$ cat src/rtl/pit_pkg.sv
package pit_pkg;
	// Register offsets: printed offsets are not all multiples of four, so they are indices
	localparam logic [7:0] PIT_IDX_STATUS_CONTROL = 8'h4B;
	localparam logic [7:0] PIT_IDX_COUNT_HIGH     = 8'h4C;
	localparam logic [7:0] PIT_IDX_COUNT_LOW      = 8'h4D;
	localparam logic [7:0] PIT_IDX_MODULO_HIGH    = 8'h4E;
	localparam logic [7:0] PIT_IDX_MODULO_LOW     = 8'h4F;
	localparam logic [7:0] PIT_IDX_MODE_CONTROL   = 8'h50;
	localparam int         PIT_ADDR_W             = 12;
	// Status/control fields
	localparam int PIT_BIT_OVERFLOW  = 7;
	localparam int PIT_BIT_IRQ_EN    = 6;
	localparam int PIT_BIT_HALT      = 5;
	localparam int PIT_BIT_CLEAR     = 4;
	localparam int PIT_PS_MSB        = 2;
	// Mode control fields
	localparam int PIT_BIT_WAIT      = 0;
	localparam int PIT_BIT_STOP      = 1;
	localparam int PIT_BIT_BREAK     = 2;
	localparam int PIT_BIT_BRK_CLR   = 3;
	// Reset values, prescaler code limit and response codes
	localparam logic [15:0] PIT_MODULO_RESET = 16'hFFFF;
	localparam logic [15:0] PIT_COUNT_RESET  = 16'h0000;
	localparam logic [2:0]  PIT_PS_RESET     = 3'h0;
	localparam logic [2:0]  PIT_PS_MAX_CODE  = 3'h6;
	localparam logic [1:0]  PIT_RESP_OKAY    = 2'h0;
	localparam logic [1:0]  PIT_RESP_SLVERR  = 2'h2;
endpackage

$ cat src/rtl/pit_timer.sv
`timescale 1ns/1ns
`default_nettype none
module pit_timer
	import pit_pkg::*;
#(
	parameter int CNT_W = 16
) (
	input  wire logic                  sys_clk,
	input  wire logic                  nrst,
	input  wire logic [PIT_ADDR_W-1:0] s_axi_awaddr,
	input  wire logic                  s_axi_awvalid,
	output logic                       s_axi_awready,
	input  wire logic [31:0]           s_axi_wdata,
	input  wire logic [3:0]            s_axi_wstrb,
	input  wire logic                  s_axi_wvalid,
	output logic                       s_axi_wready,
	output logic [1:0]                 s_axi_bresp,
	output logic                       s_axi_bvalid,
	input  wire logic                  s_axi_bready,
	input  wire logic [PIT_ADDR_W-1:0] s_axi_araddr,
	input  wire logic                  s_axi_arvalid,
	output logic                       s_axi_arready,
	output logic [31:0]                s_axi_rdata,
	output logic [1:0]                 s_axi_rresp,
	output logic                       s_axi_rvalid,
	input  wire logic                  s_axi_rready,
	output logic                       irq_out
);

	if (CNT_W != 16) begin : g_bad_width
		$error("pit_timer: counter width must be 16");
	end

	////////////////////////////////////////////////////////////////////////////
	// Register state
	logic [15:0] count_reg;
	logic [5:0]  prescale_reg;
	logic [15:0] modulo_reg;
	logic [7:0]  low_latch_reg;
	logic        low_latched_reg;
	logic        overflow_flag_reg;
	logic        flag_armed_reg;
	logic        overflow_irq_enable_reg;
	logic        counter_halt_reg;
	logic [2:0]  prescale_select_reg;
	logic        modulo_inhibit_reg;
	logic [3:0]  mode_reg;

	////////////////////////////////////////////////////////////////////////////
	// AXI4-Lite write channel: address and data taken in either order
	logic        aw_held_reg;
	logic        w_held_reg;
	logic [9:0]  aw_idx_reg;
	logic [7:0]  wdata_reg;
	logic        wlane_reg;
	logic        wr_do;
	logic [9:0]  ar_idx;
	logic        rd_do;

	// Writes to the counter bytes are accepted and dropped; only unknown indices error
	function automatic logic wr_mapped(input logic [9:0] idx);
		logic hit;
		hit = 1'b0;
		if (idx == 10'(PIT_IDX_STATUS_CONTROL)) begin
			hit = 1'b1;
		end
		if (idx == 10'(PIT_IDX_MODULO_HIGH) || idx == 10'(PIT_IDX_MODULO_LOW)) begin
			hit = 1'b1;
		end
		if (idx == 10'(PIT_IDX_COUNT_HIGH) || idx == 10'(PIT_IDX_COUNT_LOW)) begin
			hit = 1'b1;
		end
		if (idx == 10'(PIT_IDX_MODE_CONTROL)) begin
			hit = 1'b1;
		end
		wr_mapped = hit;
	endfunction

	assign wr_do = aw_held_reg && w_held_reg && !s_axi_bvalid;

	always_ff @(posedge sys_clk or negedge nrst) begin
		if (!nrst) begin
			aw_held_reg   <= 1'b0;
			w_held_reg    <= 1'b0;
			aw_idx_reg    <= 10'h000;
			wdata_reg     <= 8'h00;
			wlane_reg     <= 1'b0;
			s_axi_awready <= 1'b0;
			s_axi_wready  <= 1'b0;
			s_axi_bvalid  <= 1'b0;
			s_axi_bresp   <= PIT_RESP_OKAY;
		end else begin
			// No new address while a response waits, keeps one write in flight
			s_axi_awready <= !aw_held_reg && !s_axi_bvalid && !(s_axi_awvalid && s_axi_awready);
			s_axi_wready  <= !w_held_reg && !(s_axi_wvalid && s_axi_wready);
			if (s_axi_awvalid && s_axi_awready) begin
				aw_held_reg   <= 1'b1;
				aw_idx_reg    <= s_axi_awaddr[PIT_ADDR_W-1:2];
				s_axi_awready <= 1'b0;
			end
			if (s_axi_wvalid && s_axi_wready) begin
				w_held_reg   <= 1'b1;
				wdata_reg    <= s_axi_wdata[7:0];
				wlane_reg    <= s_axi_wstrb[0];
				s_axi_wready <= 1'b0;
			end
			if (wr_do) begin
				aw_held_reg  <= 1'b0;
				w_held_reg   <= 1'b0;
				s_axi_bvalid <= 1'b1;
				s_axi_bresp  <= wr_mapped(aw_idx_reg) ? PIT_RESP_OKAY : PIT_RESP_SLVERR;
			end else if (s_axi_bvalid && s_axi_bready) begin
				s_axi_bvalid <= 1'b0;
			end
		end
	end

	// Effective register write strobes; a cleared byte lane writes nothing
	logic wr_sc;
	logic wr_modh;
	logic wr_modl;
	logic wr_mode;
	logic cpu_off;
	assign cpu_off = mode_reg[PIT_BIT_WAIT] || mode_reg[PIT_BIT_STOP];
	assign wr_sc   = wr_do && wlane_reg && !cpu_off && aw_idx_reg == 10'(PIT_IDX_STATUS_CONTROL);
	assign wr_modh = wr_do && wlane_reg && !cpu_off && aw_idx_reg == 10'(PIT_IDX_MODULO_HIGH);
	assign wr_modl = wr_do && wlane_reg && !cpu_off && aw_idx_reg == 10'(PIT_IDX_MODULO_LOW);
	// Mode register models the system's wait/stop/break lines; always reachable
	assign wr_mode = wr_do && wlane_reg && aw_idx_reg == 10'(PIT_IDX_MODE_CONTROL);

	////////////////////////////////////////////////////////////////////////////
	// AXI4-Lite read channel
	assign ar_idx = s_axi_araddr[PIT_ADDR_W-1:2];
	assign rd_do  = s_axi_arvalid && s_axi_arready;

	// Unknown indices answer SLVERR with zero data
	// Reads have no side effects except arming the flag clear and the low latch
	logic [7:0] rd_byte;
	logic       rd_ok;
	always_comb begin
		rd_byte = 8'h00;
		rd_ok   = 1'b1;
		if (ar_idx == 10'(PIT_IDX_STATUS_CONTROL)) begin
			rd_byte = {overflow_flag_reg, overflow_irq_enable_reg, counter_halt_reg, 2'b00,
				prescale_select_reg};
		end else if (ar_idx == 10'(PIT_IDX_COUNT_HIGH)) begin
			rd_byte = count_reg[15:8];
		end else if (ar_idx == 10'(PIT_IDX_COUNT_LOW)) begin
			rd_byte = low_latched_reg ? low_latch_reg : count_reg[7:0];
		end else if (ar_idx == 10'(PIT_IDX_MODULO_HIGH)) begin
			rd_byte = modulo_reg[15:8];
		end else if (ar_idx == 10'(PIT_IDX_MODULO_LOW)) begin
			rd_byte = modulo_reg[7:0];
		end else if (ar_idx == 10'(PIT_IDX_MODE_CONTROL)) begin
			rd_byte = {4'h0, mode_reg};
		end else begin
			rd_ok = 1'b0;
		end
		if (cpu_off && ar_idx != 10'(PIT_IDX_MODE_CONTROL)) begin
			rd_byte = 8'h00;
		end
	end

	logic rd_sc;
	logic rd_cnth;
	logic rd_cntl;
	assign rd_sc   = rd_do && !cpu_off && ar_idx == 10'(PIT_IDX_STATUS_CONTROL);
	assign rd_cnth = rd_do && !cpu_off && ar_idx == 10'(PIT_IDX_COUNT_HIGH);
	assign rd_cntl = rd_do && !cpu_off && ar_idx == 10'(PIT_IDX_COUNT_LOW);

	always_ff @(posedge sys_clk or negedge nrst) begin
		if (!nrst) begin
			s_axi_arready <= 1'b0;
			s_axi_rvalid  <= 1'b0;
			s_axi_rdata   <= 32'h0000_0000;
			s_axi_rresp   <= PIT_RESP_OKAY;
		end else begin
			s_axi_arready <= !s_axi_rvalid && !rd_do;
			if (rd_do) begin
				s_axi_rvalid <= 1'b1;
				s_axi_rdata  <= {24'h000000, rd_byte};
				s_axi_rresp  <= rd_ok ? PIT_RESP_OKAY : PIT_RESP_SLVERR;
			end else if (s_axi_rvalid && s_axi_rready) begin
				s_axi_rvalid <= 1'b0;
			end
		end
	end

	////////////////////////////////////////////////////////////////////////////
	// Control bits
	logic in_break;
	logic brk_protect;
	logic clr_pulse;
	assign in_break    = mode_reg[PIT_BIT_BREAK];
	assign brk_protect = in_break && !mode_reg[PIT_BIT_BRK_CLR];
	// Clear bit is write-only: it drives clr_pulse and is never stored
	assign clr_pulse   = wr_sc && wdata_reg[PIT_BIT_CLEAR];

	always_ff @(posedge sys_clk or negedge nrst) begin
		if (!nrst) begin
			overflow_irq_enable_reg <= 1'b0;
			counter_halt_reg        <= 1'b1;
			prescale_select_reg     <= PIT_PS_RESET;
		end else if (wr_sc) begin
			overflow_irq_enable_reg <= wdata_reg[PIT_BIT_IRQ_EN];
			counter_halt_reg        <= wdata_reg[PIT_BIT_HALT];
			prescale_select_reg     <= wdata_reg[PIT_PS_MSB:0];
		end
	end

	// Bit 3 lets clears made during break stick
	always_ff @(posedge sys_clk or negedge nrst) begin
		if (!nrst) begin
			mode_reg <= 4'h0;
		end else if (wr_mode) begin
			mode_reg <= wdata_reg[3:0];
		end
	end

	// Modulo takes effect at once; software should clear the counter first
	always_ff @(posedge sys_clk or negedge nrst) begin
		if (!nrst) begin
			modulo_reg         <= PIT_MODULO_RESET;
			modulo_inhibit_reg <= 1'b0;
		end else begin
			if (wr_modh) begin
				modulo_reg[15:8]   <= wdata_reg;
				modulo_inhibit_reg <= 1'b1;
			end
			if (wr_modl) begin
				modulo_reg[7:0]    <= wdata_reg;
				modulo_inhibit_reg <= 1'b0;
			end
		end
	end

	////////////////////////////////////////////////////////////////////////////
	// Prescaler and counter
	logic run;
	logic tick;
	logic match;
	// Wait mode keeps running; stop and break freeze everything
	// Stop freezes the prescaler too, so no partial tick is lost
	assign run = !counter_halt_reg && !mode_reg[PIT_BIT_STOP] && !in_break;

	logic [5:0] prescale_mask;
	// Divide by 2^n, with code 7 dividing by 64 like code 6: tick each time the low n prescaler bits are all ones
	always_comb begin
		unique case (prescale_select_reg)
			3'h0: prescale_mask = 6'h00;
			3'h1: prescale_mask = 6'h01;
			3'h2: prescale_mask = 6'h03;
			3'h3: prescale_mask = 6'h07;
			3'h4: prescale_mask = 6'h0F;
			3'h5: prescale_mask = 6'h1F;
			3'h6: prescale_mask = 6'h3F;
			3'h7: prescale_mask = 6'h3F;
		endcase
	end
	assign tick = (prescale_reg & prescale_mask) == prescale_mask;

	assign match = (count_reg == modulo_reg);

	logic [15:0] count_next;
	logic [5:0]  prescale_next;
	// Clear takes precedence, so halt plus clear parks at zero
	always_comb begin
		count_next    = count_reg;
		prescale_next = prescale_reg;
		if (clr_pulse) begin
			prescale_next = 6'h00;
			count_next    = PIT_COUNT_RESET;
		end else if (run) begin
			prescale_next = prescale_reg + 6'h01;
			if (tick) begin
				count_next = match ? PIT_COUNT_RESET : count_reg + 16'h0001;
			end
		end
	end

	always_ff @(posedge sys_clk or negedge nrst) begin
		if (!nrst) begin
			prescale_reg <= 6'h00;
			count_reg    <= PIT_COUNT_RESET;
		end else begin
			prescale_reg <= prescale_next;
			count_reg    <= count_next;
		end
	end

	logic ovf_event;
	assign ovf_event = run && !clr_pulse && tick && match && !modulo_inhibit_reg;

	////////////////////////////////////////////////////////////////////////////
	// Overflow flag with two-step clear
	// Arming needs the flag seen set; a read while clear does not arm
	logic clr_req;
	assign clr_req = wr_sc && !wdata_reg[PIT_BIT_OVERFLOW] && flag_armed_reg && !brk_protect;

	always_ff @(posedge sys_clk or negedge nrst) begin
		if (!nrst) begin
			overflow_flag_reg <= 1'b0;
			flag_armed_reg    <= 1'b0;
		end else if (ovf_event) begin
			// A fresh overflow beats a clear and disarms it
			overflow_flag_reg <= 1'b1;
			flag_armed_reg    <= 1'b0;
		end else if (clr_req) begin
			overflow_flag_reg <= 1'b0;
			flag_armed_reg    <= 1'b0;
		end else if (rd_sc && overflow_flag_reg && !brk_protect) begin
			flag_armed_reg <= 1'b1;
		end
	end

	////////////////////////////////////////////////////////////////////////////
	// Low byte latch
	// A high-byte read during break still latches; software must read the low
	// byte before leaving break or the old low byte stays captured
	always_ff @(posedge sys_clk or negedge nrst) begin
		if (!nrst) begin
			low_latched_reg <= 1'b0;
			low_latch_reg   <= 8'h00;
		end else if (clr_pulse) begin
			low_latched_reg <= 1'b0;
			low_latch_reg   <= 8'h00;
		end else if (rd_cntl) begin
			low_latched_reg <= 1'b0;
		end else if (rd_cnth && !low_latched_reg) begin
			low_latched_reg <= 1'b1;
			low_latch_reg   <= count_reg[7:0];
		end
	end

	logic irq_next;
	// Level request, held until the flag is cleared or the enable dropped
	assign irq_next = overflow_flag_reg && overflow_irq_enable_reg;

	always_ff @(posedge sys_clk or negedge nrst) begin
		if (!nrst) begin
			irq_out <= 1'b0;
		end else begin
			irq_out <= irq_next;
		end
	end

endmodule
`default_nettype wire

$ cat config.mk
export PLATFORM = sky130hd
export DESIGN_NAME = pit_timer
export DESIGN_NICKNAME = d
export VERILOG_FILES = /design/src/rtl/pit_pkg.sv /design/src/rtl/pit_timer.sv
export SDC_FILE = /design/constraint.sdc
export NUM_CORES = 1
export LEC_CHECK = 0
export BUFFER_PORTS_ARGS = -buffer_cell sky130_fd_sc_hd__buf_2
export CAP_MARGIN = 20
export CORE_UTILIZATION = 55
export DETAILED_ROUTE_END_ITERATION = 8
export PLACE_DENSITY_LB_ADDON = 0.2
export REMOVE_ABC_BUFFERS = 1
export SLEW_MARGIN = 0
export SYNTH_ARGS = -nofsm -noshare
export SYNTH_HDL_FRONTEND = slang
export SYNTH_SLANG_ARGS = --single-unit
$ cat constraint.sdc
create_clock -name sys_clk -period 2.65 [get_ports sys_clk]
set_input_delay 0.265 -clock sys_clk [delete_from_list [all_inputs] [get_ports sys_clk]]
set_output_delay 0.265 -clock sys_clk [all_outputs]
set_load 0.01 [all_outputs]
# Word level (Yosys, flattened, before mapping)
# Memory sizes are Yosys's and may differ from the RTL's.
# Index checks and enable logic that the tools add are counted.
# Widths: inputs -> output; s select.
totals:
  out_inout_bits: 42
  memories: 1
  mem_bits_ro: 48
  word_cells: 167
  regBits: 98
  input_bits: 67
mem_list:
  columns: ["memory", "words", "word_bits", "read_ports", "rd_clocked_by_memory_dff", "wr", "line_no", "text"]
  rows:
  - ["(name not given)", 8, 6, 1, 0, 0, "pit_timer.sv:249", "unique case (prescale_select_reg)"]
classes:
  n_addsub: 2
  n_bitwise: 1
  n_reduce_logical: 70
  muxes: 50
  n_eq_ne: 16
op_table:
  columns: ["cell", "n"]
  rows:
  - ["$eq 10x7->1 const B", 12]
  - ["$mux 8", 10]
  - ["$mux 16", 4]
  - ["$logic_and 1x1->1", 37]
  - ["$mux 1", 31]
  - ["$reduce_bool 2->1", 9]
  - ["$logic_not 1->1", 17]
  - ["$add 16x1->16 const B", 1]
  - ["$eq 16x16->1", 1]
  - ["$mux 6", 2]
  - ["$ne 10x7->1 const B", 1]
  - ["$add 6x1->6 const B", 1]
  - ["$and 6x6->6", 1]
  - ["$eq 6x6->1", 1]
  - ["$reduce_bool 3->1", 2]
  - ["$mux 2", 2]
  - ["$mux 4", 1]
  - ["$reduce_and 2->1", 2]
  - ["$logic_or 1x1->1", 3]
  - ["$ne 2x1->1 const B", 1]

# Depth between registers and ports, before layout
# Gate-level depths: netlist of the first run.
logic_depth:
  ltp_word: 12
  mapped_depth: 8
  mapped_depth_nobuf: 6

# Worst setup path after synthesis of the first run
# Ideal clock, no wire load.
synth_timing:
  path_type: "register to register"
  from: "register aw_idx_reg[7]"
  to: "register modulo_reg[10]"
  t_required_ns: 2.568
  arrival_ns: 2.059
  slack_ns: 0.509
  path_stages_with_launch: 6
  path_cell_list: "dfrtp_1 > or4b_4 > or2_2 > nand3b_1 > nor2_2 > mux2_2"
synth_between:
  elab_chain_cells: 2
synth_lines:
  columns: ["element", "line_no", "text"]
  rows:
  - ["from (decl)", "pit_timer.sv:53", "logic [9:0] aw_idx_reg;"]
  - ["from (signal assigned)", "pit_timer.sv:98", "aw_idx_reg <= s_axi_awaddr[PIT_ADDR_W-1:2];"]
  - ["$eq 10x7->1", "pit_timer.sv:126", "assign wr_modh = wr_do && wlane_reg && !cpu_off && aw_idx_reg == 10'(PIT_IDX_MODULO_HIGH);"]
  - ["$logic_and 1x1->1", "pit_timer.sv:126", null]
  - ["to (signal assigned)", "pit_timer.sv:227", "modulo_reg[15:8] <= wdata_reg;"]
  - ["to (decl)", "pit_timer.sv:38", "logic [15:0] modulo_reg;"]
# No other way between the ends.
# A chain may end at the register's enable or synchronous reset.

# Worst setup path after layout of the first run
layout_timing:
  from: "register aw_idx_reg[7]"
  to: "register count_reg[15]"
layout_between:
  elab_chain_cells: 5
layout_lines:
  columns: ["element", "line_no", "text"]
  rows:
  - ["$eq 10x7->1 *", "pit_timer.sv:125", "assign wr_sc = wr_do && wlane_reg && !cpu_off && aw_idx_reg == 10'(PIT_IDX_STATUS_CONTROL);"]
  - ["$logic_and 1x1->1 *", "pit_timer.sv:125", null]
  - ["$logic_and 1x1->1 *", "pit_timer.sv:197", "assign clr_pulse = wr_sc && wdata_reg[PIT_BIT_CLEAR];"]
  - ["$reduce_bool 2->1 (no source line)", null, null]
  - ["$reduce_and 2->1 (no source line)", null, null]
  - ["to (signal assigned)", "pit_timer.sv:287", "count_reg <= count_next;"]
  - ["to (decl)", "pit_timer.sv:36", "logic [15:0] count_reg;"]
# Every way passes the cells marked *; elsewhere a longest branch is shown, timed or not.

==> run metrics, run 1 <==
launching element type of the critical path flip-flop; Levels on crit path 6; pin count of the biggest net entering global routing 50; Remaining DRCs 18; accumulated negative setup slack 0 ns; quantity of I/O buffers inserted on ports around 50; global placer's final weighted congestion approximately 0.86; 1st-iter DRT viols around 200; number of synthesized flops with an enable pin 0; ant diodes 0; result of the run finished, violations left; total count of hold-check failures in the final report 0; max-slew violation count 0; Antenna Violating Nets Remaining 0; required time at the worst-slack endpoint slightly below 3 ns; I/O pin total about 110; Worst Hold Class primary input to flip-flop; chip height slightly below 100 um; via count of the routed design between 3,000 and 4,000; Max transition margin between 50 and 60%; CTS max path bufs 2; met3 GRT Util 4.08%; clock tree from TritonCTS done; number of sinks on the clock net 96; share of Yosys cell area claimed by the top area cell type about two fifths; Worst setup EP type flip-flop; number of placement rows 34; vias in the first global route 3,515; width of the chip 97.8 um; CP endpoint count_reg[15]$_DFFE_PN0P_; number of detailed-routing iterations run before antenna repair 8; RSZ-0062 raised after global routing false; flop2flop setup slack roughly 0.23 ns; Setup Skew ~0.023 ns; largest cells by area after synthesis sky130_fd_sc_hd__dfrtp_1 39%, sky130_fd_sc_hd__mux2_2 11%, sky130_fd_sc_hd__dfstp_2 8.8%; placement-stage worst setup slack ~0.25 ns; Setup CP Type flip-flop to flip-flop; crit path setup slack, layout around 0.23 ns; Worst-Margin Slew between 0.6 and 0.7 ns; fraction of layout instances using a drive strength above 1 between 30% and 40%; IR drop worst, VDD about 0.55 mV; root cell of the clock tree sky130_fd_sc_hd__clkbuf_8; fill count 724; top cells by instance count after synthesis 79 x sky130_fd_sc_hd__dfrtp_1, 48 x sky130_fd_sc_hd__mux2_2, 42 x sky130_fd_sc_hd__nor2_1, 27 x sky130_fd_sc_hd__xnor2_1, 26 x sky130_fd_sc_hd__buf_4; highest-delay cell along the critical path sky130_fd_sc_hd__or4b_4; violated checks DRC; total of warnings raised by yosys 0; highest achievable clock rate 0.413 GHz; floorplan die area roughly 9600 um^2; post-synthesis cell type count about 60; mean routed wirelength per cell approximately 17 um; Post-Route WL roughly 11 mm; maximum capacitance violations 0; Register Area about 2400 um^2; time the worst path needs with I/O delays and setup 2.42 ns; cell breakdown of the critical path or4b_4 -> nor4_4 -> nand3_2 -> a21oi_2 -> or4b_1 -> a21oi_1; async set-reset flop share out of synthesis 100%; starting density of the core about 57%; Util after Layout a little under two thirds; longest individual stage delay on the worst path 0.56 ns; Worst R2R End count_reg[15]$_DFFE_PN0P_; Global Route met1 Usage a little under a third; cell count of the worst hold path 2; Post-Syn Instances approximately 460; Nets between 500 and 600; sum of buffers and inverters on the critical path 0; total overflow reported by the global router 0; critical path launch point aw_idx_reg[7]$_DFFE_PN0P_; clk_lat worst skew about 0.4 ns; clock-pin slew of the registers on the worst-case setup and hold paths between 0.1 and 0.15 ns; synthesis-to-layout area growth 11.0%; most used standard cell by instance count after synthesis sky130_fd_sc_hd__dfrtp_1; total number of H-tree levels 3; library cell occupying the most area in the post-synthesis netlist sky130_fd_sc_hd__dfrtp_1; launch instance of the worst register-to-register path aw_idx_reg[7]$_DFFE_PN0P_; routing layer with the top usage in global route met2; Global Route Usage Sum 23.6%; most used flip-flop cell after synthesis sky130_fd_sc_hd__dfrtp_1; critical path arrival 2.72 ns; Inserted Clock Buffers 9; Cell Pwr Density around 720 nW/um^2; Core ar. between 8000 and 9000 um^2; detailed placer's ending HPWL between 8 and 9 mm; cell class contributing the biggest share of worst-path delay simple AND/OR/NAND/NOR gates; number of antenna violations at the first check in global routing 0; Mapped Area roughly 5100 um^2; post-route fraction of the period consumed by the critical path 91.4%; met2 global-route usage about 40%; area taken by multi-input logic gates around 2400 um^2; routed vias/inst 5.70; Seq cells post-synth between 90 and 100; # setup viols final 0; biggest fanout along the worst timing path 7; global-route wire length before repair about 18 mm; Hold WS about 0.042 ns; synthesized area divided by synthesized cell count between 10 and 15 um^2; Worst Reg-to-Reg Cells 6; part of the Yosys area used for sequential elements 48.0%; static leakage 2.55 nW
[cell type report]
type | count | share of cell area, %
timing repair buffer | 67 | 7.00
multi-input combinational | 335 | 43.0
tap | 108 | 2.41
clock inverter | 7 | 1.76
clock buffer | 9 | 2.21
sequential | 96 | 43.2
inverter | 7 | 0.468
[timing repair]
action                    CTS  global route
hold buffers                1             0
gates resized for setup     0             0
buffers inserted            0             0
hold endpoints to repair   29             0
[layer usage]
metal / up-vias / routed length [um]
li1: 1701 / -
met1: 1774 / 4840
met2: 97 / 5210
met3: 13 / 451
met4: 0 / 185
met5: - / 0
[metrics by stage]
step / area [um^2] / total power, mW / cells
after floorplan: 4860 / 2.68 / 438
after global placement: 5380 / 2.99 / 612
after detailed placement: 5380 / 3.06 / 612
after CTS: 5610 / 4.08 / 629
after global routing: 5610 / 4.31 / 629
final: 5610 / 4.05 / 629
[worst min-delay path by stage]
stage,start,endpoint,slack (ns)
2_1_floorplan,nrst,aw_held_reg$_DFFE_PN0P_,-0.03
3_3_place_gp,nrst,s_axi_arready$_DFF_PN0_,0.32
3_5_place_dp,nrst,s_axi_rvalid$_DFFE_PN0P_,0.32
4_1_cts,s_axi_bready,s_axi_bvalid$_DFFE_PN0P_,0.03
5_1_grt,s_axi_bready,s_axi_bvalid$_DFFE_PN0P_,0.05
6_report,s_axi_bready,s_axi_bvalid$_DFFE_PN0P_,0.04
[kinds of logic (layout without fill, tap and decap cells)]
logic type               Yosys count  count (layout)  synth area share (%)
AO/OA/AOI/OAI                     69              69                  9.11
XOR/XNOR                          30              30                  5.20
adder cells (fa/ha/maj)            2               2                 0.495
buffers and inverters             55              90                  6.19
flip-flops                        96              96                  48.0
multiplexers                      66              66                  15.3
other                              1              26                0.0742
AND/OR/NAND/NOR                  142             142                  15.7
[report_power, final]
group | internal [mW] | switching, mW
combinational | 0.476 | 0.517
sequential | 1.74 | 0.288
clock | 0.397 | 0.632
[cell usage in the layout, fill, tap and decap left out, drive strengths merged, types with 14 or more instances in the layout]
cell,count
dfrtp,79
buf,66
mux2,48
nor2,44
xnor2,27
conb,26
nand2,22
dfstp,17
a21oi,17
mux2i,14
o21ai,14
Power figures use the tool's default switching activity.
==> run 2, diff against run 1 <==
ABC_AREA = 1   (was unset)
CORE_UTILIZATION = 56   (was 55)
SKIP_LAST_GASP = 1   (was unset)
==> run 2 against run 1 <==
  * The run now ends clean
  * Total power fell by 2.4%
  * Cell count increased by 44%
  * Sequential share of layout area shrank 2.3 points
  * Non-clock buffer count fell by 11
  * Hold slack better by 0.022 ns
  * Clock skew decreased by 0.0047 ns
  * Global-route usage increased by 3.7 points
  * Area after synthesis grew 8.7%
  * Routed wire length grew 19%
  * Combinational power rose by 7%
  * Die area up 6.6%
  * Clock power down 6%
  * Highest routed layer unchanged
==> run metrics, run 2 <==
highest achievable clock rate 0.488 GHz (was 0.413 GHz); Seq cells post-synth 96 (unchanged); Nets 839 (was 585); part of the Yosys area used for sequential elements 44.1% (was 48.0%); # setup viols final 0 (unchanged); Core ar. 9370 um^2 (was 8810 um^2); routed vias/inst 5.19 (was 5.70); mean routed wirelength per cell 14.0 um (was 17.0 um); leading cell type in the layout, fill and taps excluded sky130_fd_sc_hd__nand2_1 (was sky130_fd_sc_hd__dfrtp_1); Post-Syn Instances 727 (was 461); post-route fraction of the period consumed by the critical path 77.3% (was 91.4%); global placer's final weighted congestion 0.919 (was 0.864); Setup Skew 0.0181 ns (was 0.0229 ns); most used flip-flop cell after synthesis sky130_fd_sc_hd__dfrtp_1 (unchanged); total number of H-tree levels 3 (unchanged); Global Route Usage Sum 27.3% (was 23.6%); width of the chip 101 um (was 97.8 um); Max transition margin 61.0% (was 59.8%); library cell occupying the most area in the post-synthesis netlist sky130_fd_sc_hd__dfrtp_1 (unchanged); largest cells by area after synthesis sky130_fd_sc_hd__dfrtp_1 36%, sky130_fd_sc_hd__nand2_1 14%, sky130_fd_sc_hd__dfstp_2 8.1% (was sky130_fd_sc_hd__dfrtp_1 39%, sky130_fd_sc_hd__mux2_2 11%, sky130_fd_sc_hd__dfstp_2 8.8%); via count of the routed design 4,693 (was 3,585); RSZ-0062 raised after global routing false (unchanged); launching element type of the critical path flip-flop (unchanged); number of buffers inserted to repair setup after CTS 0 (unchanged); total of warnings raised by yosys 0 (unchanged); vias in the first global route 4,334 (was 3,515); number of detailed-routing iterations run before antenna repair 5 (was 8); 1st-iter DRT viols 293 (was 198); floorplan die area 10,200 um^2 (was 9570 um^2); number of placed instances, taps included 887 (was 612); clock-pin slew of the registers on the worst-case setup and hold paths 0.10 ns (was 0.12 ns); commonest cells after routing, fill and taps aside 211 x sky130_fd_sc_hd__nand2_1, 79 x sky130_fd_sc_hd__dfrtp_1, 77 x sky130_fd_sc_hd__nor2_1 (was 79 x sky130_fd_sc_hd__dfrtp_1, 50 x sky130_fd_sc_hd__buf_2, 48 x sky130_fd_sc_hd__mux2_2); clock tree from TritonCTS done (unchanged); Worst setup EP type flip-flop (unchanged); quantity of I/O buffers inserted on ports 51 (unchanged); post-synthesis cell type count 34 (was 61); Worst Hold Class primary input to flip-flop (unchanged); IR drop worst, VDD 0.438 mV (was 0.546 mV); maximum capacitance violations 0 (unchanged); Hold WS 0.0641 ns (was 0.0425 ns); Remaining DRCs 0 (was 18); count of cells resized by post-cts repair 0 (unchanged); Worst-Margin Slew 0.585 ns (was 0.603 ns); placement-stage worst setup slack 0.647 ns (was 0.251 ns); accumulated negative setup slack 0 ns (unchanged); top cells by instance count after synthesis 211 x sky130_fd_sc_hd__nand2_1, 79 x sky130_fd_sc_hd__dfrtp_1, 77 x sky130_fd_sc_hd__nor2_1, 76 x sky130_fd_sc_hd__inv_1, 45 x sky130_fd_sc_hd__o21ai_0 (was 79 x sky130_fd_sc_hd__dfrtp_1, 48 x sky130_fd_sc_hd__mux2_2, 42 x sky130_fd_sc_hd__nor2_1, 27 x sky130_fd_sc_hd__xnor2_1, 26 x sky130_fd_sc_hd__buf_4); root cell of the clock tree sky130_fd_sc_hd__clkbuf_8 (unchanged); number of antenna violations at the first check in global routing 0 (unchanged); final total power 3.96 mW (was 4.05 mW); global-route wire length before repair 21.3 mm (was 17.7 mm); ant diodes 0 (unchanged); number of synthesized flops with an enable pin 0 (unchanged); total count of hold-check failures in the final report 0 (unchanged); count of placed standard cells in the final layout, fillers left out 904 (was 629); Post-Route WL 12.7 mm (was 10.7 mm); Mapped Area 5490 um^2 (was 5050 um^2); biggest fanout along the worst timing path 25 (was 7); Cell Pwr Density 667 nW/um^2 (was 723 nW/um^2); synthesized area divided by synthesized cell count 7.55 um^2 (was 11.0 um^2); fill count 856 (was 724); async set-reset flop share out of synthesis 100% (unchanged); Util after Layout 63.3% (was 63.7%); total overflow reported by the global router 0 (unchanged); max-slew violation count 0 (unchanged); detailed placer's ending HPWL 9.35 mm (was 8.02 mm); fraction of layout instances using a drive strength above 1 14.7% (was 31.5%); starting density of the core 58.6% (was 57.4%); number of placement rows 35 (was 34); result of the run complete, no violations (was finished, violations left); pin count of the biggest net entering global routing 60 (was 50); synthesis-to-layout area growth 8.00% (was 11.0%); most used standard cell by instance count after synthesis sky130_fd_sc_hd__nand2_1 (was sky130_fd_sc_hd__dfrtp_1); crit path setup slack, layout 0.603 ns (was 0.227 ns); CTS max path bufs 2 (unchanged); cell area after layout 5930 um^2 (was 5610 um^2); Inserted Clock Buffers 9 (unchanged); Antenna Violating Nets Remaining 0 (unchanged); I/O pin total 109 (unchanged); Setup CP Type flip-flop to flip-flop (unchanged); time the worst path needs with I/O delays and setup 2.05 ns (was 2.42 ns); number of sinks on the clock net 96 (unchanged); static leakage 3.11 nW (was 2.55 nW); post-detailed-placement cell area 5720 um^2 (was 5380 um^2); clk_lat worst skew 0.37 ns (was 0.39 ns); share of Yosys cell area claimed by the top area cell type 36.0% (was 39.1%); chip height 101 um (was 97.8 um); critical path arrival 2.31 ns (was 2.72 ns); required time at the worst-slack endpoint 2.91 ns (was 2.95 ns)
==> run 2: path summary, 6_finish.rpt <==
kind                                                from                    endpoint  slack, ns  cells after the start
worst max-delay path             mode_reg[1]$_DFFE_PN0P_    count_reg[9]$_DFFE_PN0P_       0.60                      9
worst min-delay path                        s_axi_bready    s_axi_bvalid$_DFFE_PN0P_       0.06                      2
worst max register to register   mode_reg[1]$_DFFE_PN0P_    count_reg[9]$_DFFE_PN0P_       0.60                      9
worst min register to register  s_axi_rvalid$_DFFE_PN0P_     s_axi_arready$_DFF_PN0_       0.44                      1
max in group asynchronous                           nrst  modulo_reg[13]$_DFFE_PN1P_       1.51                      3
min in group asynchronous                           nrst           irq_out$_DFF_PN0_       0.39                      2
==> run 2: per-layer routing <==
metal  up-vias  track usage, %  share of wire (%)
li1       2344               -                  -
met1      2152            38.2                 45
met2       183            43.7                 47
met3        14            4.79                6.5
met4         0            7.80                1.1
met5         -               0                  0
==> run 2: area by class of cell <==
type	instances	area [um^2]	share of cell area, %
inverters	80	300	5.06
well taps	129	161	2.72
flip-flops and latches	96	2420	40.9
repair buffers	56	310	5.23
clock buffers	10	128	2.15
multi-input cells	527	2540	42.8
clock inverters	6	68.8	1.16
==> run 2: logic make-up (layout without fill, tap and decap cells) <==
| group | count (synthesis) | count (layout) | synth area share [%] |
|---|---|---|---|
| xor gates and xnor gates | 30 | 30 | 4.78 |
| adders and majority gates | 2 | 2 | 0.456 |
| and+or+nand+nor | 389 | 389 | 31.4 |
| DFF | 96 | 96 | 44.1 |
| other | 1 | 26 | 0.0683 |
| AOI/OAI and AO/OA | 80 | 80 | 7.82 |
| buffers and inverters | 129 | 152 | 11.3 |
==> run 2: repair_timing <==
item,in CTS,in global routing
hold buffers,1,0
hold endpoints to repair,37,0
endpoints found under the setup margin,0,0
==> run 2: critical path: stages, from the launching register on <==
cell and delay [ns]:
sky130_fd_sc_hd__dfrtp_1 0.47, sky130_fd_sc_hd__inv_2 0.08, sky130_fd_sc_hd__nand2_2 0.10, sky130_fd_sc_hd__nor3_4 0.40
sky130_fd_sc_hd__nand3_4 0.19, sky130_fd_sc_hd__buf_4 0.27, sky130_fd_sc_hd__o21ai_2 0.10, sky130_fd_sc_hd__inv_2 0.15
sky130_fd_sc_hd__nand2_1 0.11, sky130_fd_sc_hd__nand2_1 0.06
==> run 2: report_power, final <==
group / internal, mW / total, mW / switching, mW
clock: 0.444 / 0.968 / 0.525
combinational: 0.334 / 1.06 / 0.721
sequential: 1.74 / 1.93 / 0.191
total: 2.52 / 3.96 / 1.44
==> run 3, diff against run 2 <==
ABC_AREA = 0   (was 1)
CORE_UTILIZATION = 50   (was 56)
clock period = 1.7 ns   (was 2.65 ns; I/O delays follow)
==> run 3 against run 2 <==
  * The run now ends with setup timing left
  * Final area increased by 15%
  * Core utilization rose by 6.4 points
  * Setup slack got worse by 1.2 ns
  * Cell count shrank 17%
  * Fmax fell by 9.8%
  * Hold slack got worse by 0.054 ns
  * Sequential share of layout area fell by 5.2 points
  * Clock power grew 80%
  * Non-clock buffer count rose by 103
  * Global-route usage decreased by 0.84 points
  * Via count fell by 14%
  * Critical path type unchanged
==> run metrics, run 3 (synthesis results as in run 1) <==
highest achievable clock rate 0.440 GHz (was 0.488 GHz); biggest fanout along the worst timing path 4 (was 25); launching element type of the critical path flip-flop (unchanged); vias in the first global route 4,160 (was 4,334); global-route wire length before repair 20.7 mm (was 21.3 mm); Remaining DRCs 0 (unchanged); Internal Power 4.89 mW (was 2.52 mW); number of placed instances, taps included 720 (was 887); pin count of the biggest net entering global routing 40 (was 60); launch instance of the worst register-to-register path aw_idx_reg[7]$_DFFE_PN0P_ (was mode_reg[1]$_DFFE_PN0P_); width of the chip 103 um (was 101 um); cell class contributing the biggest share of worst-path delay simple AND/OR/NAND/NOR gates (unchanged); total count of hold-check failures in the final report 0 (unchanged); Post-Route WL 13.3 mm (was 12.7 mm); Core ar. 9770 um^2 (was 9370 um^2); synthesis-to-layout area growth 34.7% (was 8.00%); leading cell type in the layout, fill and taps excluded sky130_fd_sc_hd__buf_4 (was sky130_fd_sc_hd__nand2_1); Worst Hold Class primary input to flip-flop (unchanged); detailed placer's ending HPWL 9.32 mm (was 9.35 mm); maximum capacitance violations 0 (unchanged); met3 layer wire length in the routed design 590 um (was 823 um); starting density of the core 51.7% (was 58.6%); DR WL met2 6.71 mm (was 5.96 mm); share of power burned in combinational logic 33.8% (was 26.7%); quantity of I/O buffers inserted on ports 51 (unchanged); number of detailed-routing iterations run before antenna repair 4 (was 5); flop2flop setup slack -0.57 ns (was 0.60 ns); Max transition margin 65.2% (was 61.0%); clk_lat worst skew 0.38 ns (was 0.37 ns); count of placed standard cells in the final layout, fillers left out 746 (was 904); clock-pin slew of the registers on the worst-case setup and hold paths 0.10 ns (about the same); violated checks setup timing; Worst-Margin Slew 0.522 ns (was 0.585 ns); critical path launch point aw_idx_reg[7]$_DFFE_PN0P_ (was mode_reg[1]$_DFFE_PN0P_); Levels on crit path 5 (was 9); total number of H-tree levels 3 (unchanged); Setup CP Type flip-flop to flip-flop (unchanged); cell breakdown of the critical path or4b_4 -> nor4_4 -> buf_4 -> or4b_4 -> mux2_2 (was inv_2 -> nand2_2 -> nor3_4 -> nand3_4 -> buf_4 -> o21ai_2 -> inv_2 -> nand2_1 -> nand2_1); most frequent cell on the critical path sky130_fd_sc_hd__or4b_4; endpoint of the worst hold path wdata_reg[2]$_DFFE_PN0P_ (was s_axi_bvalid$_DFFE_PN0P_); Inserted Clock Buffers 9 (unchanged); sum of routed wire segments on met1 5.70 mm (was 5.76 mm); RSZ-0062 raised after global routing true (was false); via count of the routed design 4,035 (was 4,693); 1st-iter DRT viols 172 (was 293); commonest cells after routing, fill and taps aside 92 x sky130_fd_sc_hd__buf_4, 76 x sky130_fd_sc_hd__dfrtp_1, 50 x sky130_fd_sc_hd__buf_2 (was 211 x sky130_fd_sc_hd__nand2_1, 79 x sky130_fd_sc_hd__dfrtp_1, 77 x sky130_fd_sc_hd__nor2_1); root cell of the clock tree sky130_fd_sc_hd__clkbuf_8 (unchanged); highest metal layer with signal wires met4 (unchanged); routed vias/inst 5.41 (was 5.19); static leakage 3.04 nW (was 3.11 nW); chip height 103 um (was 101 um); Worst setup EP type flip-flop (unchanged); I/O pin total 109 (unchanged); Hold WS 0.0105 ns (was 0.0641 ns); # setup viols final 61 (was 0); hold path start s_axi_wdata[2] (was s_axi_bready); Net Sw Frac 33.3% (was 36.3%); cell count of the worst hold path 2 (unchanged); Worst R2R End mode_reg[2]$_DFFE_PN0P_ (was count_reg[9]$_DFFE_PN0P_); longest individual stage delay on the worst path 0.56 ns (was 0.47 ns); crit path setup slack, layout -0.571 ns (was 0.603 ns); mean routed wirelength per cell 17.8 um (was 14.0 um); global placer's final weighted congestion 0.843 (was 0.919); Nets 677 (was 839); clock tree from TritonCTS done (unchanged); result of the run finished, violations left (was complete, no violations); fraction of layout instances using a drive strength above 1 49.4% (was 14.7%); Worst Reg-to-Reg Cells 5 (was 9); number of sinks on the clock net 96 (unchanged); time the worst path needs with I/O delays and setup 2.27 ns (was 2.05 ns); Antenna Violating Nets Remaining 0 (unchanged); reported net switching power 2.44 mW (was 1.44 mW); highest-delay cell along the critical path sky130_fd_sc_hd__or4b_4 (was sky130_fd_sc_hd__dfrtp_1); post-route fraction of the period consumed by the critical path 134% (was 77.3%); critical path arrival 2.54 ns (was 2.31 ns); max-slew violation count 0 (unchanged); required time at the worst-slack endpoint 1.97 ns (was 2.91 ns); Clk pwr share 23.8% (was 24.5%); ant diodes 0 (unchanged); Global Route Usage Sum 26.5% (was 27.3%); number of antenna violations at the first check in global routing 0 (unchanged); CTS max path bufs 2 (unchanged); sum of buffers and inverters on the critical path 1 (was 3); IR drop worst, VDD 0.738 mV (was 0.438 mV); floorplan die area 10,500 um^2 (was 10,200 um^2); sequential cell fraction of total power 42.4% (was 48.9%); Cell Pwr Density 1080 nW/um^2 (was 667 nW/um^2); total overflow reported by the global router 0 (unchanged); Setup Skew 0.00852 ns (was 0.0181 ns); number of placement rows 36 (was 35)
==> run 3: final cells by class <==
class                   instances  area [um^2]
flip-flops and latches         96         2430
clock inverters                 5         86.3
fillers                       707         2970
repair buffers                159         1180
clock buffers                  11          141
well taps                     133          166
inverters                       7         26.3
multi-input cells             335         2780
==> run 3: power by group through the flow <==
stage | combinational (mW) | clock, mW | sequential (mW)
after detailed placement | 2.15 | 0 | 3.14
after CTS | 2.33 | 1.76 | 3.10
after global routing | 2.73 | 1.85 | 3.16
after floorplan | 1.08 | 0 | 3.09
final | 2.48 | 1.74 | 3.11
after global placement | 2.08 | 0 | 3.12
==> run 3: routing by layer <==
| metal | vias to the layer above | global-route usage [%] |
|---|---|---|
| li1 | 1890 | - |
| met1 | 2000 | 33.0 |
| met2 | 124 | 46.0 |
| met3 | 21 | 4.54 |
| met4 | 0 | 9.89 |
| met5 | - | 0 |
==> run 3: worst register-to-register path, delay by kind of cell, from the launching register on <==
| kind | cells | cell delay, ns |
|---|---|---|
| buf+inv | 1 | 0.17 |
| simple gates | 3 | 1.30 |
| mux | 1 | 0.29 |
| flops | 1 | 0.39 |
==> run 3: stage by stage <==
stage / utilization (%) / setup TNS, ns / total power [mW] / cell area (um^2) / setup WS, ns
after floorplan: - / -20.65 / 4.17 / 4860 / -0.519
after global placement: 62.0 / -19.94 / 5.19 / 6060 / -0.501
after detailed placement: 62.0 / -22.53 / 5.29 / 6060 / -0.540
after CTS: 67.9 / -20.14 / 7.20 / 6640 / -0.475
after global routing: 69.6 / -25.20 / 7.74 / 6810 / -0.632
final: 69.6 / -21.45 / 7.33 / 6810 / -0.571
==> run 3: repair_timing <==
| action | CTS | global route |
|---|---|---|
| hold endpoints to repair | 40 | 0 |
| endpoints found under the setup margin | 63 | 64 |
| setup buffers | 6 | 3 |
| pin swaps | 38 | 17 |
| resized for setup | 66 | 42 |
| cloned | 2 | 0 |
| hold buffers | 5 | 0 |
==> run 3: how the worst max path moves through the flow <==
stage / to / slack, ns
after detailed placement: mode_reg[3]$_DFFE_PN0P_ / -0.54
after global placement: mode_reg[2]$_DFFE_PN0P_ / -0.50
after CTS: count_reg[12]$_DFFE_PN0P_ / -0.47
after global routing: mode_reg[2]$_DFFE_PN0P_ / -0.63
after floorplan: count_reg[15]$_DFFE_PN0P_ / -0.52
final: mode_reg[2]$_DFFE_PN0P_ / -0.57
